===== src/pbc_pkg.sv =====
// constants for the power budget capability register bank
package pbc_pkg;
   localparam int unsigned ADDR_W = 12;
   localparam int unsigned DATA_W = 32;
   // register offsets
   localparam logic [11:0] OFS_CAP_HEADER = 12'h20C;
   localparam logic [11:0] OFS_ENTRY_SELECT = 12'h210;
   localparam logic [11:0] OFS_ENTRY_DATA = 12'h214;
   localparam logic [11:0] OFS_SYS_ALLOC = 12'h218;
   // header fields
   localparam logic [15:0] CAP_ID = 16'h0004;
   localparam logic [3:0] CAP_VERSION = 4'h1;
   localparam logic [11:0] NEXT_PTR_UP = 12'h230;
   localparam logic [11:0] NEXT_PTR_DOWN = 12'h220;
   localparam int unsigned HDR_ID_LSB = 0;
   localparam int unsigned HDR_VER_LSB = 16;
   localparam int unsigned HDR_NEXT_LSB = 20;
   // select field
   localparam int unsigned SEL_W = 8;
   localparam logic [7:0] SEL_RESET = 8'h00;
   localparam logic [7:0] SEL_D0_MAX = 8'h00;
   localparam logic [7:0] SEL_D0_SUST = 8'h01;
   // data register fields
   localparam int unsigned BASE_LSB = 0;
   localparam int unsigned SCALE_LSB = 8;
   localparam int unsigned SUBST_LSB = 10;
   localparam int unsigned PMST_LSB = 13;
   localparam int unsigned TYPE_LSB = 15;
   localparam int unsigned RAIL_LSB = 18;
   localparam logic [7:0] BASE_RESET = 8'h04;
   localparam logic [1:0] SCALE_RESET = 2'h0;
   localparam logic [2:0] SUBST_RESET = 3'h0;
   localparam logic [1:0] PMST_D0 = 2'h0;
   localparam logic [2:0] TYPE_MAX = 3'h7;
   localparam logic [2:0] TYPE_SUST = 3'h1;
   localparam logic [2:0] RAIL_RESET = 3'h2;
   // system allocation
   localparam int unsigned SYS_ALLOC_BIT = 0;
   localparam logic SYS_ALLOC_RESET = 1'b0;
   localparam logic [31:0] READ_ZERO = 32'h0000_0000;
endpackage : pbc_pkg


===== src/pbc_regs.sv =====
// power budget capability registers of one switch port
// Overview of operation
// - header bits 15:0 read capability id 0004h
// - header bits 19:16 read version one
// - next pointer 230h upstream, 220h downstream
// - eight-bit writable select index, resets zero
// - index 00h max, 01h sustained budget
// - other indexes report zero power budget
// - base power bits 7:0, reset 04h, loadable
// - scale bits 9:8 read-only, reset zero
// - sub-state bits 12:10 read-only, zero
// - pm state bits 14:13 read D0
// - type bits 17:15 default all ones
// - power rail bits 20:18 reset 010b
// - system allocated bit 0, loadable, reset zero
//
// Implementation choice: the plain strobed port.
`timescale 1ns/1ns
module pbc_regs (
   // clock and reset
   input wire logic clk,
   input wire logic reset_n,
   // port strap
   input wire logic port_is_upstream,
   // configuration loader
   input wire logic load_valid,
   input wire logic [7:0] load_base_power,
   input wire logic load_sys_alloc,
   // register port
   input wire logic [pbc_pkg::ADDR_W-1:0] reg_addr,
   input wire logic [pbc_pkg::DATA_W-1:0] reg_wdata,
   input wire logic reg_wr,
   input wire logic reg_rd,
   output logic [pbc_pkg::DATA_W-1:0] reg_rdata
);
   import pbc_pkg::*;

   logic port_up_q;
   logic [SEL_W-1:0] sel_q;
   logic [SEL_W-1:0] sel_d;
   logic [7:0] base_q;
   logic [7:0] base_d;
   logic sys_alloc_q;
   logic sys_alloc_d;
   logic [DATA_W-1:0] rdata_q;
   logic [DATA_W-1:0] rdata_d;

   // address decode
   wire hit_hdr = reg_addr == OFS_CAP_HEADER;
   wire hit_sel = reg_addr == OFS_ENTRY_SELECT;
   wire hit_data = reg_addr == OFS_ENTRY_DATA;
   wire hit_alloc = reg_addr == OFS_SYS_ALLOC;

   // header word
   wire [11:0] next_ptr = port_up_q ? NEXT_PTR_UP : NEXT_PTR_DOWN;
   wire [31:0] hdr_word = {next_ptr, CAP_VERSION, CAP_ID};

   // select word, upper bits zero
   wire [31:0] sel_word = {24'h000000, sel_q};

   // data word per selected condition
   wire sel_max = sel_q == SEL_D0_MAX;
   wire sel_sust = sel_q == SEL_D0_SUST;
   wire sel_ok = sel_max | sel_sust;
   wire [2:0] type_fld = sel_sust ? TYPE_SUST : TYPE_MAX;
   wire [20:0] entry_fld = {RAIL_RESET, type_fld, PMST_D0, SUBST_RESET, SCALE_RESET, base_q};
   wire [31:0] data_word = sel_ok ? {11'h000, entry_fld} : READ_ZERO;

   // system allocation word
   wire [31:0] alloc_word = {31'h00000000, sys_alloc_q};

   // read mux, unmapped reads zero
   wire [31:0] rd_mux = hit_hdr ? hdr_word :
                        hit_sel ? sel_word :
                        hit_data ? data_word :
                        hit_alloc ? alloc_word : READ_ZERO;

   // next-state values
   assign sel_d = (reg_wr && hit_sel) ? reg_wdata[SEL_W-1:0] : sel_q;
   assign base_d = load_valid ? load_base_power : base_q;
   assign sys_alloc_d = load_valid ? load_sys_alloc : sys_alloc_q;
   assign rdata_d = reg_rd ? rd_mux : READ_ZERO;
   assign reg_rdata = rdata_q;

   // strap follower
   always_ff @(posedge clk or negedge reset_n) begin
      if (!reset_n) begin
         port_up_q <= 1'b0;
      end else begin
         port_up_q <= port_is_upstream;
      end
   end

   // writable and loadable fields
   always_ff @(posedge clk or negedge reset_n) begin
      if (!reset_n) begin
         sel_q <= SEL_RESET;
         base_q <= BASE_RESET;
         sys_alloc_q <= SYS_ALLOC_RESET;
      end else begin
         sel_q <= sel_d;
         base_q <= base_d;
         sys_alloc_q <= sys_alloc_d;
      end
   end

   // read data, valid one cycle after strobe
   always_ff @(posedge clk or negedge reset_n) begin
      if (!reset_n) begin
         rdata_q <= READ_ZERO;
      end else begin
         rdata_q <= rdata_d;
      end
   end

   // header reads
   a_hdr_cap_id: assert property (
      @(posedge clk) disable iff (!reset_n)
      reg_rd && hit_hdr |=> reg_rdata[15:0] == 16'h0004)
      else $error("header id wrong");

   a_hdr_version: assert property (
      @(posedge clk) disable iff (!reset_n)
      reg_rd && hit_hdr |=> reg_rdata[19:16] == 4'h1)
      else $error("header version wrong");

   a_hdr_next_ptr: assert property (
      @(posedge clk) disable iff (!reset_n)
      reg_rd && hit_hdr |=>
         reg_rdata[31:20] == ($past(port_up_q) ? 12'h230 : 12'h220))
      else $error("next pointer wrong for port type");

   // select register
   a_sel_write_back: assert property (
      @(posedge clk) disable iff (!reset_n)
      reg_wr && hit_sel ##1 reg_rd && hit_sel |=>
         reg_rdata == {24'h000000, $past(reg_wdata[7:0], 2)})
      else $error("select index not read back");

   a_sel_hold: assert property (
      @(posedge clk) disable iff (!reset_n)
      !(reg_wr && hit_sel) |=> $stable(sel_q))
      else $error("select index changed without write");

   // data register
   a_data_max: assert property (
      @(posedge clk) disable iff (!reset_n)
      reg_rd && hit_data && sel_q == 8'h00 |=>
         reg_rdata[17:15] == 3'b111 && reg_rdata[7:0] == $past(base_q))
      else $error("D0 max entry wrong");

   a_data_sust: assert property (
      @(posedge clk) disable iff (!reset_n)
      reg_rd && hit_data && sel_q == 8'h01 |=>
         reg_rdata[17:15] == 3'b001 && reg_rdata[7:0] == $past(base_q))
      else $error("D0 sustained entry wrong");

   a_data_unsup: assert property (
      @(posedge clk) disable iff (!reset_n)
      reg_rd && hit_data && sel_q > 8'h01 |=> reg_rdata == 32'h0000_0000)
      else $error("unsupported index not zero");

   a_data_fixed: assert property (
      @(posedge clk) disable iff (!reset_n)
      reg_rd && hit_data && sel_q < 8'h02 |=>
         reg_rdata[14:8] == 7'h00 && reg_rdata[20:18] == 3'b010)
      else $error("fixed data fields wrong");

   a_base_reset: assert property (
      @(posedge clk)
      !reset_n |=> base_q == 8'h04 || $past(load_valid))
      else $error("base power reset value wrong");

   a_base_load: assert property (
      @(posedge clk) disable iff (!reset_n)
      load_valid ##1 (reg_rd && hit_data && sel_q == 8'h00) |=>
         reg_rdata[7:0] == $past(load_base_power, 2))
      else $error("loaded base power not reported");

   // system allocation
   a_alloc_read: assert property (
      @(posedge clk) disable iff (!reset_n)
      reg_rd && hit_alloc |=> reg_rdata == {31'h00000000, $past(sys_alloc_q)})
      else $error("system allocated read wrong");

   // read-only writes and idle read data
   a_ro_ignored: assert property (
      @(posedge clk) disable iff (!reset_n)
      reg_wr && !load_valid && (hit_data || hit_alloc || hit_hdr) |=>
         $stable(base_q) && $stable(sys_alloc_q) && $stable(sel_q))
      else $error("write changed read-only field");

   a_rd_only_one: assert property (
      @(posedge clk) disable iff (!reset_n)
      !reg_rd |=> reg_rdata == 32'h0000_0000)
      else $error("read data outside answer cycle");

   // reset values
   a_rdata_reset: assert property (
      @(posedge clk)
      !reset_n |-> reg_rdata == 32'h0000_0000)
      else $error("read data not zero in reset");

   a_sel_reset: assert property (
      @(posedge clk)
      !reset_n |-> sel_q == 8'h00)
      else $error("select index not zero in reset");

   a_alloc_reset: assert property (
      @(posedge clk)
      !reset_n |-> sys_alloc_q == 1'b0)
      else $error("system allocated not zero in reset");

   a_strap_reset: assert property (
      @(posedge clk)
      !reset_n |-> port_up_q == 1'b0)
      else $error("strap flop not downstream in reset");

   a_rd_after_reset: assert property (
      @(posedge clk) disable iff (!reset_n)
      $rose(reset_n) |-> reg_rdata == 32'h0000_0000)
      else $error("read data not zero after reset");

   // header details
   a_hdr_upstream: assert property (
      @(posedge clk) disable iff (!reset_n)
      reg_rd && hit_hdr && port_up_q |=> reg_rdata[31:20] == 12'h230)
      else $error("upstream next pointer wrong");

   a_hdr_downstream: assert property (
      @(posedge clk) disable iff (!reset_n)
      reg_rd && hit_hdr && !port_up_q |=> reg_rdata[31:20] == 12'h220)
      else $error("downstream next pointer wrong");

   a_strap_follow: assert property (
      @(posedge clk) disable iff (!reset_n)
      1'b1 |=> port_up_q == $past(port_is_upstream))
      else $error("strap flop not following pin");

   a_hdr_low_word: assert property (
      @(posedge clk) disable iff (!reset_n)
      reg_rd && hit_hdr |=> reg_rdata[19:0] == 20'h1_0004)
      else $error("header id and version wrong");

   // select details
   a_sel_reserved: assert property (
      @(posedge clk) disable iff (!reset_n)
      reg_rd && hit_sel |=> reg_rdata[31:8] == 24'h000000)
      else $error("select reserved bits not zero");

   a_sel_read: assert property (
      @(posedge clk) disable iff (!reset_n)
      reg_rd && hit_sel |=> reg_rdata[7:0] == $past(sel_q))
      else $error("select read value wrong");

   a_sel_write: assert property (
      @(posedge clk) disable iff (!reset_n)
      reg_wr && hit_sel |=> sel_q == $past(reg_wdata[7:0]))
      else $error("select write not taken");

   a_sel_other_wr: assert property (
      @(posedge clk) disable iff (!reset_n)
      reg_wr && !hit_sel |=> $stable(sel_q))
      else $error("select changed by other write");

   // data details
   a_data_reserved: assert property (
      @(posedge clk) disable iff (!reset_n)
      reg_rd && hit_data |=> reg_rdata[31:21] == 11'h000)
      else $error("data reserved bits not zero");

   a_data_scale: assert property (
      @(posedge clk) disable iff (!reset_n)
      reg_rd && hit_data && sel_q < 8'h02 |=> reg_rdata[9:8] == 2'b00)
      else $error("data scale wrong");

   a_data_substate: assert property (
      @(posedge clk) disable iff (!reset_n)
      reg_rd && hit_data && sel_q < 8'h02 |=> reg_rdata[12:10] == 3'b000)
      else $error("data sub-state wrong");

   a_data_pmstate: assert property (
      @(posedge clk) disable iff (!reset_n)
      reg_rd && hit_data && sel_q < 8'h02 |=> reg_rdata[14:13] == 2'b00)
      else $error("data pm state wrong");

   a_data_rail: assert property (
      @(posedge clk) disable iff (!reset_n)
      reg_rd && hit_data && sel_q < 8'h02 |=> reg_rdata[20:18] == 3'b010)
      else $error("data power rail wrong");

   a_data_type_max: assert property (
      @(posedge clk) disable iff (!reset_n)
      reg_rd && hit_data && sel_q == 8'h00 |=> reg_rdata[17:15] == 3'b111)
      else $error("data type not maximum");

   a_sust_fields: assert property (
      @(posedge clk) disable iff (!reset_n)
      reg_rd && hit_data && sel_q == 8'h01 |=>
         reg_rdata[20:18] == 3'b010 && reg_rdata[14:8] == 7'h00)
      else $error("sustained entry fields wrong");

   a_data_unsup_hi: assert property (
      @(posedge clk) disable iff (!reset_n)
      reg_rd && hit_data && sel_q[7:1] != 7'h00 |=> reg_rdata == 32'h0000_0000)
      else $error("high index entry not zero");

   a_data_ro_write: assert property (
      @(posedge clk) disable iff (!reset_n)
      reg_wr && hit_data && !load_valid |=> $stable(base_q))
      else $error("data write changed base power");

   // loader and system allocation
   a_alloc_reserved: assert property (
      @(posedge clk) disable iff (!reset_n)
      reg_rd && hit_alloc |=> reg_rdata[31:1] == 31'h00000000)
      else $error("allocation reserved bits not zero");

   a_alloc_load: assert property (
      @(posedge clk) disable iff (!reset_n)
      load_valid |=> sys_alloc_q == $past(load_sys_alloc))
      else $error("system allocated not loaded");

   a_base_load_q: assert property (
      @(posedge clk) disable iff (!reset_n)
      load_valid |=> base_q == $past(load_base_power))
      else $error("base power not loaded");

   a_base_hold: assert property (
      @(posedge clk) disable iff (!reset_n)
      !load_valid |=> $stable(base_q))
      else $error("base power changed without load");

   a_alloc_hold: assert property (
      @(posedge clk) disable iff (!reset_n)
      !load_valid |=> $stable(sys_alloc_q))
      else $error("system allocated changed without load");

   // unmapped and idle reads
   a_unmapped_zero: assert property (
      @(posedge clk) disable iff (!reset_n)
      reg_rd && !(hit_hdr || hit_sel || hit_data || hit_alloc) |=> reg_rdata == 32'h0)
      else $error("unmapped read not zero");

   a_wr_no_rdata: assert property (
      @(posedge clk) disable iff (!reset_n)
      reg_wr && !reg_rd |=> reg_rdata == 32'h0000_0000)
      else $error("write produced read data");

endmodule : pbc_regs


===== config.mk =====
export PLATFORM = sky130hd
export DESIGN_NAME = pbc_regs
export DESIGN_NICKNAME = d
export VERILOG_FILES = /design/src/pbc_pkg.sv /design/src/pbc_regs.sv
export SDC_FILE = /design/constraint.sdc
export NUM_CORES = 1
export LEC_CHECK = 0
export BUFFER_PORTS_ARGS = -buffer_cell sky130_fd_sc_hd__buf_2
export CORE_ASPECT_RATIO = 0.7
export CORE_UTILIZATION = 38
export DETAILED_ROUTE_END_ITERATION = 8
export GPL_ROUTABILITY_DRIVEN = 0
export PLACE_DENSITY = 0.78
export SLEW_MARGIN = 20
export SYNTH_ARGS = -nofsm -noshare
export SYNTH_HDL_FRONTEND = slang
export SYNTH_SLANG_ARGS = --single-unit

===== constraint.sdc =====
create_clock -name clk -period 1.6 [get_ports clk]
set_clock_uncertainty 0.15 [all_clocks]
set_input_delay 0.08 -clock clk [delete_from_list [all_inputs] [get_ports clk]]
set_output_delay 0.08 -clock clk [all_outputs]
set_load 0.01 [all_outputs]

* Word level (Yosys, flattened, before mapping) *
Cells that the tools add are included.

word-level totals
  register bits after elaboration = 48
  latch bits = 0
  RAM bits = 0
  memory bits (read-only) = 0
  input bits = 59
  output and inout port bits = 32
  logic and storage cells = 21
  memories kept = 0

cells by class
  $add $sub $neg = 0
  $mul = 0
  div/mod/pow operators = 0
  $lt $le $gt $ge = 0
  equal/unequal tests = 5
  shifts and indexed selects = 0
  muxes and demuxes = 8
  bitwise gates (word level) = 1
  reductions and logical operators = 2

operator list
  kind                                                    number
  two-way mux 20 bit                                      3
  two-way mux 30 bit                                      2
  equality test 12 x 10 -> 1 bit (second input constant)  4
  equality test 8 x 1 -> 1 bit (second input constant)    1
  zero test 8 bit                                         1
  two-way mux 5 bit                                       1
  two-way mux 3 bit                                       1
  logical AND 1 bit                                       1
  two-way mux 1 bit                                       1
  bitwise OR 1 bit                                        1

* Depth between registers and ports, before layout *
Gate-level depths: netlist of the first run.

  depth in word-level cells = 7
  mapped depth = 4
  gate-level depth less buffers = 3

* Worst setup path after synthesis of the first run *
No wires, ideal clock.

  path kind = input to register
  start = in reg_addr[5] (netlist bit)
  end = reg sel_q[0]
  library setup time = 0.125 ns
  data arrival time = 1.503 ns
  required time = 1.325 ns
  path slack = -0.177 ns
  stages = 3
  buffers on the path = 0
  cell sequence = or4b_2 nor4_4 mux2_2

on the way
  word-level cells in the longest chain between the ends = 2

RTL lines
  element                         line             text
  start, declared                 pbc_regs.sv:30   input wire logic [pbc_pkg::ADDR_W-1:0] reg_addr,
  equality test 12 x 10 -> 1 bit  pbc_regs.sv:50   wire hit_sel = reg_addr == OFS_ENTRY_SELECT;
  logical AND 1 bit               pbc_regs.sv:79   assign sel_d = (reg_wr && hit_sel) ? reg_wdata[SEL_W-1:0] : sel_q;
  end signal, assigned            pbc_regs.sv:101  sel_q <= sel_d;
  end, declared                   pbc_regs.sv:39   logic [SEL_W-1:0] sel_q;

Every way passes these cells.
A chain may end at the register's enable or synchronous reset.

* Worst setup path in the final report of the first run *
  start = in reg_addr[5] (netlist bit)
  end = reg sel_q[7]

The elaborated chain is that of the path after synthesis.

==> key figures, run 1 <==
Run status
  • Status: complete, no violations

Route
  • Iter 0 DRT Violations: 20
  • Routed len/inst: 12.3 um
  • First-pass detailed-route iteration total: 4
  • Residual DRC count: 0
  • DR vias: 1,101
  • Vias per cell: 4.57
  • ANT nets after route: 0
  • Final wirelength: 2960 um

Worst setup path
  • Crit Path Category: primary input to flop
  • Crit path max fanout: 8
  • Setup crit end kind: flop
  • Arr. time, crit path: 1.59 ns
  • Crit path largest cell delay: 0.70 ns
  • Crit-path cells: buf_2, or4b_2, nor4_4, buf_4, mux2_2
  • Worst path slowest cell: or4b_2
  • Crit path required time: 1.61 ns
  • Startpoint type of the worst setup path: primary input

Placed design
  • Port Buf Inserts: 49
  • Post-placement cell area: 1740 um^2
  • Dpl hpwl: 2070 um

Global routing
  • GRT Total Usage: 16.2%
  • Vias in the first global route: 1,022
  • Total gr overflow: 0
  • First-pass GRT wire length: 4640 um
  • Largest net degree at the start of global routing: 32
  • Initial antenna violation count: 0

Floorplanning
  • Core area: 3560 um^2
  • DIE HEIGHT: 53.3 um
  • Initial Utilization: 40.1%
  • Die area: 4010 um^2
  • # IOs: 91
  • Num rows: 18
  • Die width: 75.3 um

Finish
  • Final core occ: 57.4%
  • Area Overhead vs Synth: 43.0%
  • Share of cells above drive strength 1: 51.3%
  • Most frequent cells in the layout: 49 x buf_2, 30 x dfrtp_1, 19 x dlygate4sd3_1
  • Post-layout net count: 249
  • Post-route cell area: 2040 um^2
  • Reg area: 777 um^2
  • Filler cell count: 307
  • Most common cell after layout, fill and taps aside: buf_2
  • Area of the multi-input gates: 584 um^2
  • Ant diodes: 0

Power and ir drop
  • Lkg Pwr: 1.02 nW
  • VDD IR max: 0.560 mV
  • Power Dens Cells: 779 nW/um^2

Timing
  • Worst Tran Pin Value: 0.665 ns
  • Minimum clock period: 1.58 ns
  • Max Slew Vio Count: 0
  • Endpoints failing setup: 0
  • Setup TNS: 0 ns
  • Worst rel slew slack: 55.6%
  • Highest clock rate: 635 MHz
  • WHS: 0.0634 ns
  • Final Hold Viols: 0
  • Post-route clock period utilization: 98.5%
  • RSZ-0062 raised after global routing: false

Clock network
  • CTS tree: built
  • Post-CTS setup buffers: 0
  • CTS root buf: clkbuf_8
  • Num CTS Buffers: 5
  • Clock sink count: 31
  • Clock transition at path regs: 0.07 ns
  • Worst-Skew Late Latency: 0.28 ns
  • CTS max path bufs: 2
  • CTS HTree Levels: 2

Logic synthesis
  • Avg Cell Area, Syn: 13.1 um^2
  • Post-synth EDFFs: 0
  • Mapped Cells: 109
  • Asr flop ratio synth: 100%
  • Yosys top cell by area: dfrtp_1
  • Register area share after synthesis: 54.4%
  • Synth Cell Area: 1430 um^2
  • Top cells by area, synth: dfrtp_1 53%, mux2_2 13%, buf_4 10%
  • Synth Flop Type: dfrtp_1
  • #FFs+latches synth: 31
  • Ys Warns: 0
  • Yosys cell types: 26
  • Top-area cell type share of the netlist area: 52.6%

Worst hold path
  • Hold WC Path Type: primary input to flop

Run
  • Max-Cap Viols: 0
[state kept, by name, summed over array words and instances (netlist names)]
register     cells
reg_rdata       13
base_q           8
sel_q            8
port_up_q        1
sys_alloc_q      1
[path summary, 6_finish.rpt]
path                                       from  cells past startpoint                      end  slack (ns)
min reg2reg                 port_up_q$_DFF_PN0_                      2  reg_rdata[24]$_DFF_PN0_        0.34
min                                  load_valid                      2    base_q[5]$_DFFE_PN0P_        0.06
max in group asynchronous               reset_n                      2  reg_rdata[17]$_DFF_PN0_        0.64
max reg2reg                sel_q[5]$_DFFE_PN0P_                      4   reg_rdata[0]$_DFF_PN0_        0.15
min in group asynchronous               reset_n                      2    base_q[7]$_DFFE_PN0P_        0.22
max                                 reg_addr[5]                      5     sel_q[7]$_DFFE_PN0P_        0.02
[report_power, final]
| part | total [mW] | internal [mW] | switching [mW] | leakage, nW |
|---|---|---|---|---|
| Clock | 0.580 | 0.303 | 0.277 | 0.0412 |
| Sequential | 0.827 | 0.811 | 0.0163 | 0.409 |
| Combinational | 0.184 | 0.104 | 0.0803 | 0.565 |
[Yosys cell counts (2+ instances only)]
library cell and count:
a211oi_1 2, a32o_1 6, buf_4 19, clkbuf_1 3, dfrtp_1 30, inv_1 2, mux2_2 17, nand3b_1 2
nand4_1 2, nor2_1 4, nor4b_1 3, or3_1 2, or4b_2 3, or4b_4 2
[timing repair]
item | in CTS | in global routing
resized for setup | 0 | 5
hold endpoints to repair | 48 | 0
setup endpoints to repair | 0 | 10
hold buffers | 19 | 0
[layout make-up]
cell class | instances | area share (%)
Sequential cell | 31 | 38.1
Multi-Input combinational cell | 70 | 28.6
Timing Repair Buffer | 80 | 25.7
Clock buffer | 6 | 3.55
Tap cell | 50 | 3.06
Clock inverter | 2 | 0.613
Inverter | 2 | 0.368
[per-stage QoR]
step	total power [mW]	setup WS [ns]	std cells
floorplan	0.930	-0.177	125
CTS	1.60	0.0246	241
global placement	0.983	-0.232	214
finish	1.59	0.0243	241
detailed placement	0.987	-0.268	214
global route	1.66	0.0000623	241
[cells by family after synthesis]
family,after synthesis,share of synthesized area (%)
buf+inv,24,11.3
flops,31,54.4
simple gates,25,14.1
mux,17,13.4
other cells,1,0.263
compound gates,11,6.49
[worst max-delay path, delay by kind of cell]
kind | cells | cell delay [ns]
and+or+nand+nor | 2 | 0.85
muxes | 1 | 0.35
buffers and inverters | 2 | 0.31
[metal layers]
layer / wire length [um] / global-route usage [%] / vias to the layer above
met2: 1340 / 25.8 / 42
li1: - / - / 530
met5: 0 / 0 / -
met3: 146 / 5.71 / 4
met1: 1450 / 21.1 / 525
met4: 23 / 3.70 / 0
Note: power is estimated with default switching activity, not from simulation.
==> inputs of run 2 (changes only) <==
--- a/config.mk
+++ b/config.mk
@@ -5,11 +5,13 @@
 export SDC_FILE = /design/constraint.sdc
 export NUM_CORES = 1
 export LEC_CHECK = 0
+export ABC_AREA = 0
 export BUFFER_PORTS_ARGS = -buffer_cell sky130_fd_sc_hd__buf_2
 export CORE_ASPECT_RATIO = 0.7
 export CORE_UTILIZATION = 38
 export DETAILED_ROUTE_END_ITERATION = 8
 export GPL_ROUTABILITY_DRIVEN = 0
+export HOLD_SLACK_MARGIN = 0.1
 export PLACE_DENSITY = 0.78
 export SLEW_MARGIN = 20
 export SYNTH_ARGS = -nofsm -noshare
==> constraint.sdc (replaced) <==
create_clock -name clk -period 1.3 [get_ports clk]
set_clock_uncertainty 0.15 [all_clocks]
set_input_delay 0.065 -clock clk [delete_from_list [all_inputs] [get_ports clk]]
set_output_delay 0.065 -clock clk [all_outputs]
set_load 0.01 [all_outputs]
==> run 2 against run 1 <==
  * Non-clock buffer count rose by 17
  * Worst hold slack lost 0.015 ns
  * First-iteration DRC count up 130%
  * Via count up 7.7%
  * Critical path depth decreased by 1
  * The run now ends with negative setup slack left
  * Sequential share of layout area down 4.1 points
  * Die area unchanged
  * Combinational power up 40%
  * Critical path type is now flop to flop
==> key figures, run 2 (same netlist as run 1, synthesis figures left out) <==
Worst hold path
  • Worst Hold End: reg_rdata[17]$_DFF_PN0_ (was base_q[5]$_DFFE_PN0P_)
  • Worst Hold Path Cells: 4 (was 2)
  • Hold WC Path Type: primary input to flop (unchanged)
  • Hold Crit Start: reg_addr[6] (was load_valid)

Worst setup path
  • Crit path max fanout: 3 (was 8)
  • Setup crit end kind: flop (unchanged)
  • Crit-path cells: nor4b_4, buf_4, nand4_1, a211oi_2 (was buf_2, or4b_2, nor4_4, buf_4, mux2_2)
  • Worst path slowest cell: dfrtp_1 (was or4b_2)
  • R2R setup slack: -0.17 ns (was 0.15 ns)
  • Crit path required time: 1.35 ns (was 1.61 ns)
  • Crit path largest cell delay: 0.42 ns (was 0.70 ns)
  • Arr. time, crit path: 1.52 ns (was 1.59 ns)
  • Worst r2r src: sel_q[1]$_DFFE_PN0P_ (was sel_q[5]$_DFFE_PN0P_)
  • R2R cell count: 4 (unchanged)
  • Crit Path Category: flop to flop (was primary input to flop)
  • Startpoint type of the worst setup path: flop (was primary input)
  • R2R Path End: reg_rdata[0]$_DFF_PN0_ (unchanged)

Route
  • Routed len/inst: 14.2 um (was 12.3 um)
  • Iter 0 DRT Violations: 46 (was 20)
  • First-pass detailed-route iteration total: 4 (unchanged)
  • ANT nets after route: 0 (unchanged)
  • Vias per cell: 4.60 (was 4.57)
  • Final wirelength: 3650 um (was 2960 um)
  • DR vias: 1,186 (was 1,101)
  • Residual DRC count: 0 (unchanged)

Finish
  • Post-route cell area: 2290 um^2 (was 2040 um^2)
  • Post-layout net count: 266 (was 249)
  • Post-route insts no fill: 258 (was 241)
  • Largest register FFs: 13 (unchanged)
  • Most common cell after layout, fill and taps aside: buf_2 (unchanged)
  • Ant diodes: 0 (unchanged)
  • Most frequent cells in the layout: 47 x buf_2, 30 x dfrtp_1, 25 x buf_4 (was 49 x buf_2, 30 x dfrtp_1, 19 x dlygate4sd3_1)
  • Area Overhead vs Synth: 60.4% (was 43.0%)
  • Share of cells above drive strength 1: 58.2% (was 51.3%)
  • Final core occ: 64.3% (was 57.4%)

Global routing
  • Largest net degree at the start of global routing: 32 (unchanged)
  • Initial antenna violation count: 0 (unchanged)
  • First-pass GRT wire length: 5600 um (was 4640 um)
  • Vias in the first global route: 1,196 (was 1,022)
  • Total gr overflow: 0 (unchanged)
  • GRT Total Usage: 20.3% (was 16.2%)

Floorplanning
  • Die width: 75.3 um (unchanged)
  • Initial Utilization: 40.1% (unchanged)
  • Core area: 3560 um^2 (unchanged)
  • # IOs: 91 (unchanged)
  • Num rows: 18 (unchanged)
  • Die area: 4010 um^2 (unchanged)
  • DIE HEIGHT: 53.3 um (unchanged)

Placed design
  • Dpl hpwl: 2420 um (was 2070 um)
  • Placed Cells: 225 (was 214)
  • Post-placement cell area: 1880 um^2 (was 1740 um^2)
  • Pre-CTS setup slack: -0.553 ns (was -0.268 ns)
  • Port Buf Inserts: 49 (unchanged)

Timing
  • Post-route setup slack: -0.173 ns (was 0.0243 ns)
  • RSZ-0062 raised after global routing: true (was false)
  • Endpoints failing setup: 18 (was 0)
  • Minimum clock period: 1.47 ns
  • Worst Tran Pin Value: 0.679 ns (was 0.665 ns)
  • Post-route clock period utilization: 113%
  • Final Hold Viols: 0 (unchanged)
  • Worst rel slew slack: 54.8% (was 55.6%)
  • Highest clock rate: 679 MHz
  • Max Slew Vio Count: 0 (unchanged)

Power and ir drop
  • Power after layout: 2.00 mW (was 1.59 mW)
  • VDD IR max: 0.578 mV (was 0.560 mV)
  • Lkg Pwr: 1.15 nW (was 1.02 nW)
  • Power Dens Cells: 872 nW/um^2 (was 779 nW/um^2)

Run status
  • Failing checks: negative setup slack
  • Status: finished with violations (was complete, no violations)

Clock network
  • CTS max path bufs: 2 (unchanged)
  • Clock transition at path regs: 0.06 ns (was 0.07 ns)
  • CTS root buf: clkbuf_8 (unchanged)
  • Clock sink count: 31 (unchanged)
  • CTS HTree Levels: 2 (unchanged)
  • Worst-Skew Late Latency: 0.29 ns (was 0.28 ns)
  • Num CTS Buffers: 5 (unchanged)
  • CTS tree: built (unchanged)

Run
  • Max-Cap Viols: 0 (unchanged)
## run 2: changes by cell type in the layout (fill, tap and decap cells not counted), sizes merged
cell	change
buf	+15
clkbuf	+1
clkinvlp	-1
dlygate4sd3	+2
## run 2: stage by stage
step	setup TNS, ns	hold WS (ns)
2_1_floorplan	-4.64	-0.381
3_3_place_gp	-7.60	-0.0419
3_5_place_dp	-8.08	-0.0138
4_1_cts	-1.64	0.0597
5_1_grt	-2.80	0.0564
6_report	-2.02	0.0488
## run 2: cell type report
class	instances	area [um^2]
tap	50	62.6
fill	263	1270
inverter	2	7.51
timing repair buffer	97	678
multi-input combinational	70	683
clock buffer	7	76.3
sequential	31	777
clock inverter	1	5.00
## run 2: where the power goes
| group | total, mW | switching, mW | internal, mW |
|---|---|---|---|
| registers | 1.02 | 0.0171 | 0.998 |
| logic | 0.257 | 0.111 | 0.146 |
| clock network | 0.725 | 0.350 | 0.375 |
| total | 2.00 | 0.479 | 1.52 |
## run 2: how the worst max path moves through the flow
stage,startpoint,end,slack [ns],cells after the start
after global placement,reg_addr[5],sel_q[1]$_DFFE_PN0P_,-0.51,5
after floorplan,reg_addr[5],sel_q[0]$_DFFE_PN0P_,-0.46,3
final,sel_q[1]$_DFFE_PN0P_,reg_rdata[0]$_DFF_PN0_,-0.17,4
after detailed placement,reg_addr[5],sel_q[6]$_DFFE_PN0P_,-0.55,5
after global routing,sel_q[1]$_DFFE_PN0P_,reg_rdata[0]$_DFF_PN0_,-0.22,4
after CTS,reg_addr[6],sel_q[6]$_DFFE_PN0P_,-0.15,5
## run 2: worst max-delay path: cells and delay by family (launching register included)
kind,cells,cell delay (ns)
and+or+nand+nor,2,0.43
buffers and inverters,1,0.19
DFF,1,0.42
AOI/OAI and AO/OA,1,0.20
## run 2: timing repair
| item | in CTS | in global routing |
|---|---|---|
| cloned | 0 | 0 |
| resized for setup | 17 | 6 |
| endpoints found under the setup margin | 19 | 19 |
| hold buffers | 20 | 1 |
| setup buffers | 2 | 2 |
| pin swaps | 10 | 7 |
| hold endpoints to repair | 56 | 7 |
## run 2: per-layer routing
layer	vias up	global-route usage (%)	share of wire [%]	wire, um
met5	-	0	0	0
met4	0	6.17	0.66	24
met3	3	8.57	5.9	214
met2	44	35.0	51	1880
met1	574	22.8	42	1530
li1	565	-	-	-
